<file path="src/fsrsc_pkg.sv">
// Constants for the host-side flash command, suspend, reset and poll unit.
`default_nettype none
package fsrsc_pkg;
   localparam int CLK_MHZ = 50;
   localparam int RESET_LOW_NS = 500;
   localparam int RESET_LOW_CYC = (RESET_LOW_NS * CLK_MHZ + 999) / 1000;
   localparam int READY_US = 20;
   localparam int READY_CYC = READY_US * CLK_MHZ;
   localparam int SUSP_PGM_NS = 1500;
   localparam int SUSP_PGM_CYC = (SUSP_PGM_NS * CLK_MHZ + 999) / 1000;
   localparam int SUSP_ERS_US = 15;
   localparam int SUSP_ERS_CYC = SUSP_ERS_US * CLK_MHZ;
   localparam int RESUME_US = 1;
   localparam int RESUME_CYC = RESUME_US * CLK_MHZ;
   localparam int BUSY_NS = 90;
   localparam int BUSY_CYC = (BUSY_NS * CLK_MHZ + 999) / 1000;
   localparam int BUSY_SUSP_NS = 300;
   localparam int BUSY_SUSP_CYC = (BUSY_SUSP_NS * CLK_MHZ + 999) / 1000;
   localparam int WRITE_CYC = 4;
   localparam int CNT_W = 11;
   localparam int ADDR_W = 20;
   localparam logic [7:0] PROT_MARK = 8'h01;
   localparam logic [ADDR_W-1:0] ID_PROT_SEL = 20'h00002;
   localparam logic [ADDR_W-1:0] ID_SEL_MASK = 20'h00043;
   localparam logic [ADDR_W-1:0] BLOCK_MASK = 20'hff000;
   localparam logic [7:0] CMD_SUSPEND = 8'hb0;
   localparam logic [7:0] CMD_RESUME = 8'h30;
   typedef enum logic [2:0] {
      FS_IDLE  = 3'b000,
      FS_WRITE = 3'b001,
      FS_READ  = 3'b010,
      FS_WAIT  = 3'b011,
      FS_RESET = 3'b100,
      FS_RECOV = 3'b101
   } fsrsc_state_type;
   typedef enum logic [2:0] {
      OP_WRITE   = 3'b000,
      OP_READ    = 3'b001,
      OP_SUSPEND = 3'b010,
      OP_RESUME  = 3'b011,
      OP_PROTCHK = 3'b100,
      OP_RESET   = 3'b101,
      OP_POLL    = 3'b110
   } fsrsc_op_type;
endpackage
`default_nettype wire
</file>
<file path="src/fsrsc_host.sv">
// Host controller driving the flash pins for commands, reset and polling.
`default_nettype none
module fsrsc_host
   import fsrsc_pkg::*;
(
   input  wire  logic              clk,
   input  wire  logic              reset,
   input  wire  logic              reqValid,
   output logic                    reqReady,
   input  wire  fsrsc_op_type      reqOp,
   input  wire  logic [ADDR_W-1:0] reqAddr,
   input  wire  logic [7:0]        reqData,
   input  wire  logic              reqErasing,
   output logic                    respValid,
   output logic [7:0]              respData,
   output logic                    respFlag,
   output logic                    chipSelN,
   output logic                    writeEnN,
   output logic                    outputEnN,
   output logic                    resetN,
   output logic [ADDR_W-1:0]       flashAddr,
   output logic [7:0]              dataOut,
   output logic                    dataOe,
   input  wire  logic [7:0]        dataIn,
   input  wire  logic              ready_busy_out
);
   fsrsc_state_type        stateReg;
   fsrsc_op_type           opReg;
   logic [CNT_W-1:0]       cntReg;
   logic [CNT_W-1:0]       waitCyc;
   logic                   busyLateReg;
   logic                   suspendedReg;
   logic [ADDR_W-1:0]      blockReg;

   assign reqReady = (stateReg == FS_IDLE);

   // Wait after suspend or resume is sized by the device's worst latency.
   always_comb begin
      waitCyc = CNT_W'(RESUME_CYC);
      if (opReg == OP_SUSPEND && !reqErasing)
         waitCyc = CNT_W'(SUSP_PGM_CYC);
      else if (opReg == OP_SUSPEND)
         waitCyc = CNT_W'(SUSP_ERS_CYC);
   end

   // Main sequencer; every command pulse lasts a fixed write window.
   always_ff @(posedge clk or posedge reset) begin
      if (reset) begin
         stateReg <= FS_IDLE;
         opReg <= OP_WRITE;
         cntReg <= '0;
      end else begin
         unique case (stateReg)
            FS_IDLE: begin
               cntReg <= '0;
               if (reqValid) begin
                  opReg <= reqOp;
                  if (reqOp == OP_RESET)
                     stateReg <= FS_RESET;
                  else if (reqOp == OP_READ || reqOp == OP_PROTCHK ||
                           reqOp == OP_POLL)
                     stateReg <= FS_READ;
                  else
                     stateReg <= FS_WRITE;
               end
            end
            FS_WRITE: begin
               cntReg <= cntReg + 1'b1;
               if (cntReg == CNT_W'(WRITE_CYC - 1)) begin
                  cntReg <= '0;
                  stateReg <= (opReg == OP_SUSPEND || opReg == OP_RESUME)
                              ? FS_WAIT : FS_IDLE;
               end
            end
            FS_READ: begin
               cntReg <= cntReg + 1'b1;
               if (cntReg == CNT_W'(WRITE_CYC - 1))
                  stateReg <= FS_IDLE;
            end
            FS_WAIT: begin
               cntReg <= cntReg + 1'b1;
               if (cntReg == waitCyc - 1'b1)
                  stateReg <= FS_IDLE;
            end
            FS_RESET: begin
               cntReg <= cntReg + 1'b1;
               if (cntReg == CNT_W'(RESET_LOW_CYC - 1)) begin
                  cntReg <= '0;
                  stateReg <= FS_RECOV;
               end
            end
            FS_RECOV: begin
               cntReg <= cntReg + 1'b1;
               if (cntReg == CNT_W'(READY_CYC - 1))
                  stateReg <= FS_IDLE;
            end
            default: stateReg <= FS_IDLE;
         endcase
      end
   end

   // Suspend tracking and suspended block, used for poll address choice.
   always_ff @(posedge clk or posedge reset) begin
      if (reset) begin
         suspendedReg <= 1'b0;
         blockReg <= '0;
      end else if (stateReg == FS_IDLE && reqValid) begin
         if (reqOp == OP_SUSPEND && reqErasing) begin
            suspendedReg <= 1'b1;
            blockReg <= reqAddr & BLOCK_MASK;
         end else if (reqOp == OP_RESUME || reqOp == OP_RESET)
            suspendedReg <= 1'b0;
      end
   end

   // Pin drive: write strobe low in the middle of the window, read strobe low to its end, address held.
   always_ff @(posedge clk or posedge reset) begin
      if (reset) begin
         chipSelN <= 1'b1;
         writeEnN <= 1'b1;
         outputEnN <= 1'b1;
         resetN <= 1'b1;
         flashAddr <= '0;
         dataOut <= '0;
         dataOe <= 1'b1;
      end else begin
         resetN <= !(stateReg == FS_IDLE && reqValid && reqOp == OP_RESET)
                   && !(stateReg == FS_RESET &&
                        cntReg != CNT_W'(RESET_LOW_CYC - 1));
         if (stateReg == FS_IDLE && reqValid) begin
            flashAddr <= reqAddr;
            if (reqOp == OP_POLL && suspendedReg &&
                (reqAddr & BLOCK_MASK) == blockReg)
               // Step to the start of the next block, outside the suspended one.
               flashAddr <= (blockReg | ~BLOCK_MASK) + ADDR_W'(1);
            if (reqOp == OP_PROTCHK)
               flashAddr <= (reqAddr & ~ID_SEL_MASK) | ID_PROT_SEL;
            dataOut <= (reqOp == OP_SUSPEND) ? CMD_SUSPEND :
                       (reqOp == OP_RESUME) ? CMD_RESUME : reqData;
            chipSelN <= (reqOp == OP_RESET);
            dataOe <= !(reqOp == OP_WRITE || reqOp == OP_SUSPEND ||
                        reqOp == OP_RESUME);
         end else if ((stateReg == FS_WRITE || stateReg == FS_READ) &&
                      cntReg == CNT_W'(WRITE_CYC - 1)) begin
            chipSelN <= 1'b1;
            dataOe <= 1'b1;
         end
         // The write strobe rises a cycle before chip select does, so the
         // device latches the command while it is still selected.
         writeEnN <= !(stateReg == FS_WRITE &&
                       cntReg < CNT_W'(WRITE_CYC - 2));
         outputEnN <= !(stateReg == FS_READ && cntReg != CNT_W'(WRITE_CYC-1));
      end
   end

   // Read capture; the protect flag compares against the marker value.
   always_ff @(posedge clk or posedge reset) begin
      if (reset) begin
         respValid <= 1'b0;
         respData <= '0;
         respFlag <= 1'b0;
      end else begin
         respValid <= 1'b0;
         if (stateReg == FS_READ && cntReg == CNT_W'(WRITE_CYC - 1)) begin
            respValid <= 1'b1;
            respData <= dataIn;
            respFlag <= (opReg == OP_PROTCHK) ? (dataIn == PROT_MARK)
                                               : !ready_busy_out;
         end
      end
   end

   // Busy watch during write windows; a late busy is only logged, not fatal.
   always_ff @(posedge clk or posedge reset) begin
      if (reset)
         busyLateReg <= 1'b0;
      else if (stateReg == FS_WRITE)
         busyLateReg <= !ready_busy_out;
   end

   // multi-block erase entries are plain back to back writes.
   // host takes a new start as soon as it is idle; it does not wait for ready_busy_out.

   a_reset_width: assert property (@(posedge clk) disable iff (reset)
      $fell(resetN) |-> !resetN [*8] ##1 !resetN [*8] ##1 !resetN [*8])
      else $error("reset pulse too short");
   a_recov_ready: assert property (@(posedge clk) disable iff (reset)
      $rose(resetN) |-> stateReg == FS_RECOV [*8])
      else $error("request taken during reset recovery");
   a_protect_sel: assert property (@(posedge clk) disable iff (reset)
      (stateReg == FS_READ && opReg == OP_PROTCHK) |->
      (flashAddr & ID_SEL_MASK) == ID_PROT_SEL)
      else $error("protect verify address wrong");
   a_protect_flag: assert property (@(posedge clk) disable iff (reset)
      (respValid && opReg == OP_PROTCHK) |-> respFlag == (respData == PROT_MARK))
      else $error("protect flag mismatch");
   a_suspend_wait: assert property (@(posedge clk) disable iff (reset)
      (stateReg == FS_WRITE && opReg == OP_SUSPEND && !reqErasing &&
       cntReg == CNT_W'(WRITE_CYC - 1)) |-> ##1 stateReg == FS_WAIT [*8])
      else $error("suspend wait cut short");
   a_resume_wait: assert property (@(posedge clk) disable iff (reset)
      (stateReg == FS_WAIT && opReg == OP_RESUME) |-> ##[0:50] reqReady)
      else $error("resume wait too long");
   a_erase_wait: assert property (@(posedge clk) disable iff (reset)
      (stateReg == FS_WAIT && opReg == OP_SUSPEND) |-> ##[0:750] reqReady)
      else $error("erase suspend wait too long");
   a_poll_outside: assert property (@(posedge clk) disable iff (reset)
      (stateReg == FS_READ && opReg == OP_POLL && suspendedReg) |->
      (flashAddr & BLOCK_MASK) != blockReg)
      else $error("poll inside suspended block");
   c_reset_seq: cover property (@(posedge clk) $rose(resetN));
   c_protect: cover property (@(posedge clk) respValid && respFlag);
   c_suspend: cover property (@(posedge clk) stateReg == FS_WAIT);
   c_busy_seen: cover property (@(posedge clk) busyLateReg);
endmodule
`default_nettype wire

</file>
<file path="config.mk">
export PLATFORM = sky130hd
export DESIGN_NAME = fsrsc_host
export DESIGN_NICKNAME = d
export VERILOG_FILES = /design/src/fsrsc_pkg.sv /design/src/fsrsc_host.sv
export SDC_FILE = /design/constraint.sdc
export NUM_CORES = 1
export LEC_CHECK = 0
export ABC_AREA = 1
export BUFFER_PORTS_ARGS = -buffer_cell sky130_fd_sc_hd__clkbuf_2
export CORE_UTILIZATION = 30
export DETAILED_ROUTE_END_ITERATION = 12
export RECOVER_POWER = 25
export SYNTH_ARGS = -nofsm -noshare
export SYNTH_HDL_FRONTEND = slang
export SYNTH_SLANG_ARGS = --single-unit
export TNS_END_PERCENT = 5
</file>
<file path="constraint.sdc">
create_clock -name clk -period 2.35 [get_ports clk]
set_clock_uncertainty 0.2 [all_clocks]
set_input_delay 0.1175 -clock clk [delete_from_list [all_inputs] [get_ports clk]]
set_output_delay 0.1175 -clock clk [all_outputs]
set_load 0.005 [all_outputs]
</file>
# --- After elaboration in Yosys (flattened, before gate mapping) ---
# Cells that the tools add are included.
# Widths: inputs -> output; s select.
op_classes:
  addsub: 3
  n_lt_le_gt_ge: 1
  n_eq_ne: 28
  mux: 26
  reduce_logical: 36
op_table:
  columns: ["cell", "n"]
  rows:
  - ["$pmux 11 s4", 1]
  - ["$mux 20", 2]
  - ["$mux 11", 3]
  - ["$mux 3", 7]
  - ["$add 20x1->20 const B", 1]
  - ["$eq 3x2->1 const B", 6]
  - ["$eq 3x3->1 const B", 6]
  - ["$pmux 3 s6", 1]
  - ["$mux 8", 2]
  - ["$logic_and 1x1->1", 12]
  - ["$ne 2x2->1 const B", 6]
  - ["$add 11x1->11 const B", 1]
  - ["$eq 11x10->1 const B", 1]
  - ["$eq 11x11->1", 1]
  - ["$eq 11x2->1 const B", 1]
  - ["$eq 11x5->1 const B", 1]
  - ["$lt 11x2->1 const B", 1]
  - ["$ne 11x2->1 const B", 1]
  - ["$ne 11x5->1 const B", 1]
  - ["$sub 11x1->11 const B", 1]
  - ["$mux 10", 1]
  - ["$eq 8x1->1 const B", 1]
  - ["$eq 8x8->1", 1]
  - ["$logic_not 1->1", 7]
  - ["other kinds (10)", 28]
totals:
  regBits: 69
  elab_cells: 109

# --- Longest topological paths before layout ---
logic_depth:
  depth_word: 7
  depth_mapped: 12

# --- Least setup slack after synthesis ---
# OpenSTA, ideal clock, no wires.
synth_path:
  kind: "register to register"
  from: "reg cntReg[1]"
  to: "reg cntReg[10]"
  setup_time_ns: 0.121
  arrival_ns: 1.340
  required_time_ns: 2.029
  setup_slack_ns: 0.689
  stages_incl_launch_ff: 10
  synth_period_minus_slack_ns: 1.661
  cell_sequence: "dfrtp_1 -> ha_1 -> nand2_1 -> nor2_1 -> nand2_1 -> nor2_1 -> nand2_1 -> xor2_1 -> nand2_1 -> o21ai_1"
synth_via:
  elab_chain_cells: 3
  elab_cells_between_ends: 6
synth_lines:
  columns: ["element", "line", "rtl"]
  rows:
  - ["start: declaration", "fsrsc_host.sv:29", "logic [CNT_W-1:0] cntReg;"]
  - ["start signal: assignment", "fsrsc_host.sv:68", "cntReg <= cntReg + 1'b1;"]
  - ["start signal: assignment", "fsrsc_host.sv:76", "cntReg <= cntReg + 1'b1;"]
  - ["start signal: assignment", "fsrsc_host.sv:81", "cntReg <= cntReg + 1'b1;"]
  - ["$add 11x1->11, or another cell as far along", null, null]
  - ["$mux 11, on equally long branches", "fsrsc_host.sv:87, fsrsc_host.sv:69", null]
  - ["$pmux 11 s4 (*)", "fsrsc_host.sv:53", "unique case (stateReg)"]
# Every way passes the cells marked *; elsewhere a longest branch is shown, timed or not.
# A chain may end at the register's enable or synchronous reset.

# --- Worst setup path in the final report ---
layout_path:
  from: "reg stateReg[0]"
  to: "reg flashAddr[14]"
layout_via:
  elab_chain_cells: 2
layout_lines:
  columns: ["element", "line", "rtl"]
  rows:
  - ["start: declaration", "fsrsc_host.sv:27", "fsrsc_state_type stateReg;"]
  - ["start signal: assignment", "fsrsc_host.sv:71", "stateReg <= (opReg == OP_SUSPEND || opReg == OP_RESUME)"]
  - ["$logic_not 3->1", "fsrsc_host.sv:130", "if (stateReg == FS_IDLE && reqValid) begin"]
  - ["$logic_and 1x1->1", "fsrsc_host.sv:130", null]
  - ["end signal: assignment", "fsrsc_host.sv:131", "flashAddr <= reqAddr;"]
  - ["end signal: assignment", "fsrsc_host.sv:135", "flashAddr <= (blockReg | ~BLOCK_MASK) + ADDR_W'(1);"]
  - ["end signal: assignment", "fsrsc_host.sv:137", "flashAddr <= (reqAddr & ~ID_SEL_MASK) | ID_PROT_SEL;"]
  - ["end: declaration", "fsrsc_host.sv:21", "output logic [ADDR_W-1:0] flashAddr,"]
# Every way passes these cells.

==> summary.txt <==
Drt
  • DRC: 0
  • First DRT Iteration DRCs: 112
  • Vias per inst: 4.49
  • Via Count: 3,533
  • Drt pass-1 iters: 5
  • Final ANT Viol Nets: 0
  • Post-Route WL: 9440 um
  • WL/cell: 12.0 um

Layout
  • Ratio of cells with drive above 1 in the final layout: 21.5%
  • Post-layout util: 41.7%
  • Most common cell after layout, fill and taps aside: nand2_1
  • Fin cells: 787
  • ANT cells: 0
  • Commonest cells after routing, fill and taps aside: nand2_1, clkbuf_2, dfrtp_1
  • Area growth from synthesis to layout: 35.2%
  • NumNets Final: 661

Clocking
  • CTS HTree Levels: 3
  • Resized Gates After CTS: 0
  • CTS Root Cell: clkbuf_16
  • Postcts setup bufs: 0
  • Num CTS Buffers: 9
  • Worst-skew pair later-pin latency: 0.34 ns
  • CTS tree: built
  • CTS Sinks: 69
  • Reg clk slew, reported paths: 0.06 ns
  • CTS Buffer Depth: 2

Hold path
  • HP Start: reqErasing
  • Tightest Hold Check Type: primary input to flip-flop
  • WHS Endpoint: suspendedReg
  • Worst Hold Path Cells: 3

Placement
  • GP Congestion: 0.902
  • Cell total after placement: 730
  • Hpwl dp: 6970 um
  • PortBufs: 87

Die
  • Num ports: 88
  • Row count: 40
  • Die Ht: 113 um
  • DIE AREA: 0.0128 mm^2
  • Die Wd: 113 um
  • Std-Cell Core Area: 0.0121 mm^2
  • Initial core utilization: 30.8%

STA
  • Worst slew margin: 22.3%
  • Least-Margin Pin Slew: 1.16 ns
  • Final Critical Period: 1.97 ns
  • Max Freq: 0.509 GHz
  • Slew Limit Fails: 0
  • Part of the cycle the worst path needs: 83.7%
  • TNS Setup: 0 ns
  • Fin. Hold Viols: 0
  • RSZ-0062 raised after global routing: false
  • Final Setup Violations: 0

Status
  • Status: finished, final reports clean

Yosys
  • EDFF count, synth: 0
  • Synth warn: 0
  • Synthesized area: 0.00372 mm^2
  • Ys flop type: dfrtp_1
  • Sequential area share after synthesis: 46.6%
  • Ys async rst share: 100%
  • Syn Area/Cell: 7.76 um^2
  • Library cells used by synthesis: 35
  • Mapped Cells: 479
  • Synth Net Count: 526
  • Yosys reg bits: 69

Worst setup path
  • Critical Path, Cell by Cell: nor2_2 -> nand2_2 -> nor2_8 -> inv_2 -> buf_4 -> a21oi_1 -> o21ai_1 -> nand2_1
  • Path depth of the worst reg2reg path: 8
  • Max stage delay on crit path: 0.48 ns
  • R2R Setup Slk: 0.38 ns
  • Critical path's slowest cell: dfrtp_1
  • Crit path arrival time: 1.99 ns
  • RR Startpoint: stateReg[0]
  • Setup crit end kind: flip-flop
  • Critical path peak fanout: 24
  • Crit start category: flip-flop
  • Worst Path Required: 2.37 ns
  • Capturing point of the worst reg2reg path: flashAddr[14]
  • Worst setup startpoint: stateReg[0]
  • CP top delay family: buffers and inverters
  • Buf/Inv on CP: 2
  • CP Class: flip-flop to flip-flop

Power and ir drop
  • Static Leak: 2.61 nW
  • Cell Pwr Density: 569 mW/mm^2
  • Worst vdd ir: 374 uV

GRT
  • Largest net degree at the start of global routing: 32
  • First-pass GRT wire length: 16,600 um
  • GRT Total Usage: 16.1%
  • Total grt overflow: 0
  • Vias in the first global route: 3,615
  • Initial antenna violation count: 0

Run
  • Number of max-cap violations: 0
-- Yosys cell counts (all sizes together), types with 4 or more instances --
| library cell | number | share of area, % |
|---|---|---|
| nor3 | 14 | 3.1 |
| dfstp | 5 | 3.5 |
| dfrtp | 64 | 43 |
| nand3 | 32 | 4.4 |
| nand2 | 160 | 16 |
| nor4 | 4 | 0.67 |
| a21oi | 12 | 1.7 |
| nand4 | 11 | 2.2 |
| o21ai | 48 | 6.6 |
| xor2 | 9 | 2.1 |
| o21a | 4 | 0.81 |
| buf | 11 | 2.3 |
| nor2 | 35 | 4.6 |
| inv | 60 | 6.1 |
-- sequential cells by signal, summed over array words and instances (netlist names) --
name,count
respFlag,1
cntReg,11
suspendedReg,1
writeEnN,1
opReg,3
respValid,1
dataOut,8
outputEnN,1
flashAddr,20
respData,8
blockReg,8
dataOe,1
chipSelN,1
resetN,1
stateReg,3
-- through the flow --
step | total power, mW | area, um^2 | hold WS (ns) | setup slack (ns)
6_report | 2.86 | 5020 | 0.0718 | 0.384
3_5_place_dp | 1.46 | 4330 | 0.0315 | 0.376
3_3_place_gp | 1.46 | 4330 | 0.0355 | 0.426
2_1_floorplan | 1.35 | 3720 | 0.0263 | 0.301
5_1_grt | 2.98 | 5020 | 0.0858 | 0.197
4_1_cts | 2.90 | 5040 | 0.0445 | 0.370
-- how the worst max path moves through the flow --
stage,cells after the start,slack [ns],end
final,8,0.38,flashAddr[14]
after detailed placement,8,0.38,flashAddr[14]
after CTS,8,0.37,flashAddr[14]
after floorplan,1,0.30,blockReg[12]
after global placement,8,0.43,flashAddr[14]
after global routing,8,0.20,flashAddr[14]
-- per-layer routing --
metal | global-route usage, % | part of all wire, %
met1 | 19.7 | 45
met2 | 27.8 | 49
met3 | 3.80 | 4.6
met4 | 5.18 | 1.8
met5 | 0 | 0
-- cells by family after synthesis --
kind of cell	after synthesis	share of synthesized area [%]
and+or+nand+nor	257	31.6
buffers and inverters	72	8.45
DFF	69	46.6
AOI/OAI and AO/OA	67	9.70
xor gates and xnor gates	11	2.59
adders and majority gates	3	1.01
-- cell type report --
cell class,count,area [um^2]
repair buffers,135,880
clock inverters,3,43.8
flip-flops and latches,69,1730
multi-input cells,338,1670
well taps,168,210
inverters,61,229
clock buffers,13,260
fillers,1212,7040
-- what timing repair did --
item | in CTS | in global routing
hold endpoints to repair | 76 | 0
setup endpoints to repair | 0 | 0
hold buffers | 41 | 0
-- report_power, final --
part           switching [mW]  internal (mW)  total, mW
registers              0.0228           1.22       1.25
clock network           0.488          0.879       1.37
logic                   0.121          0.121      0.242
total                   0.632           2.23       2.86
-- worst register-to-register path: cells and delay by family, from the launching register on --
family                 cells  cell delay, ns
AOI/OAI and AO/OA          2            0.15
buffers and inverters      2            0.65
DFF                        1            0.48
and+or+nand+nor            4            0.37
No activity file was read; power rests on OpenSTA's default activity.
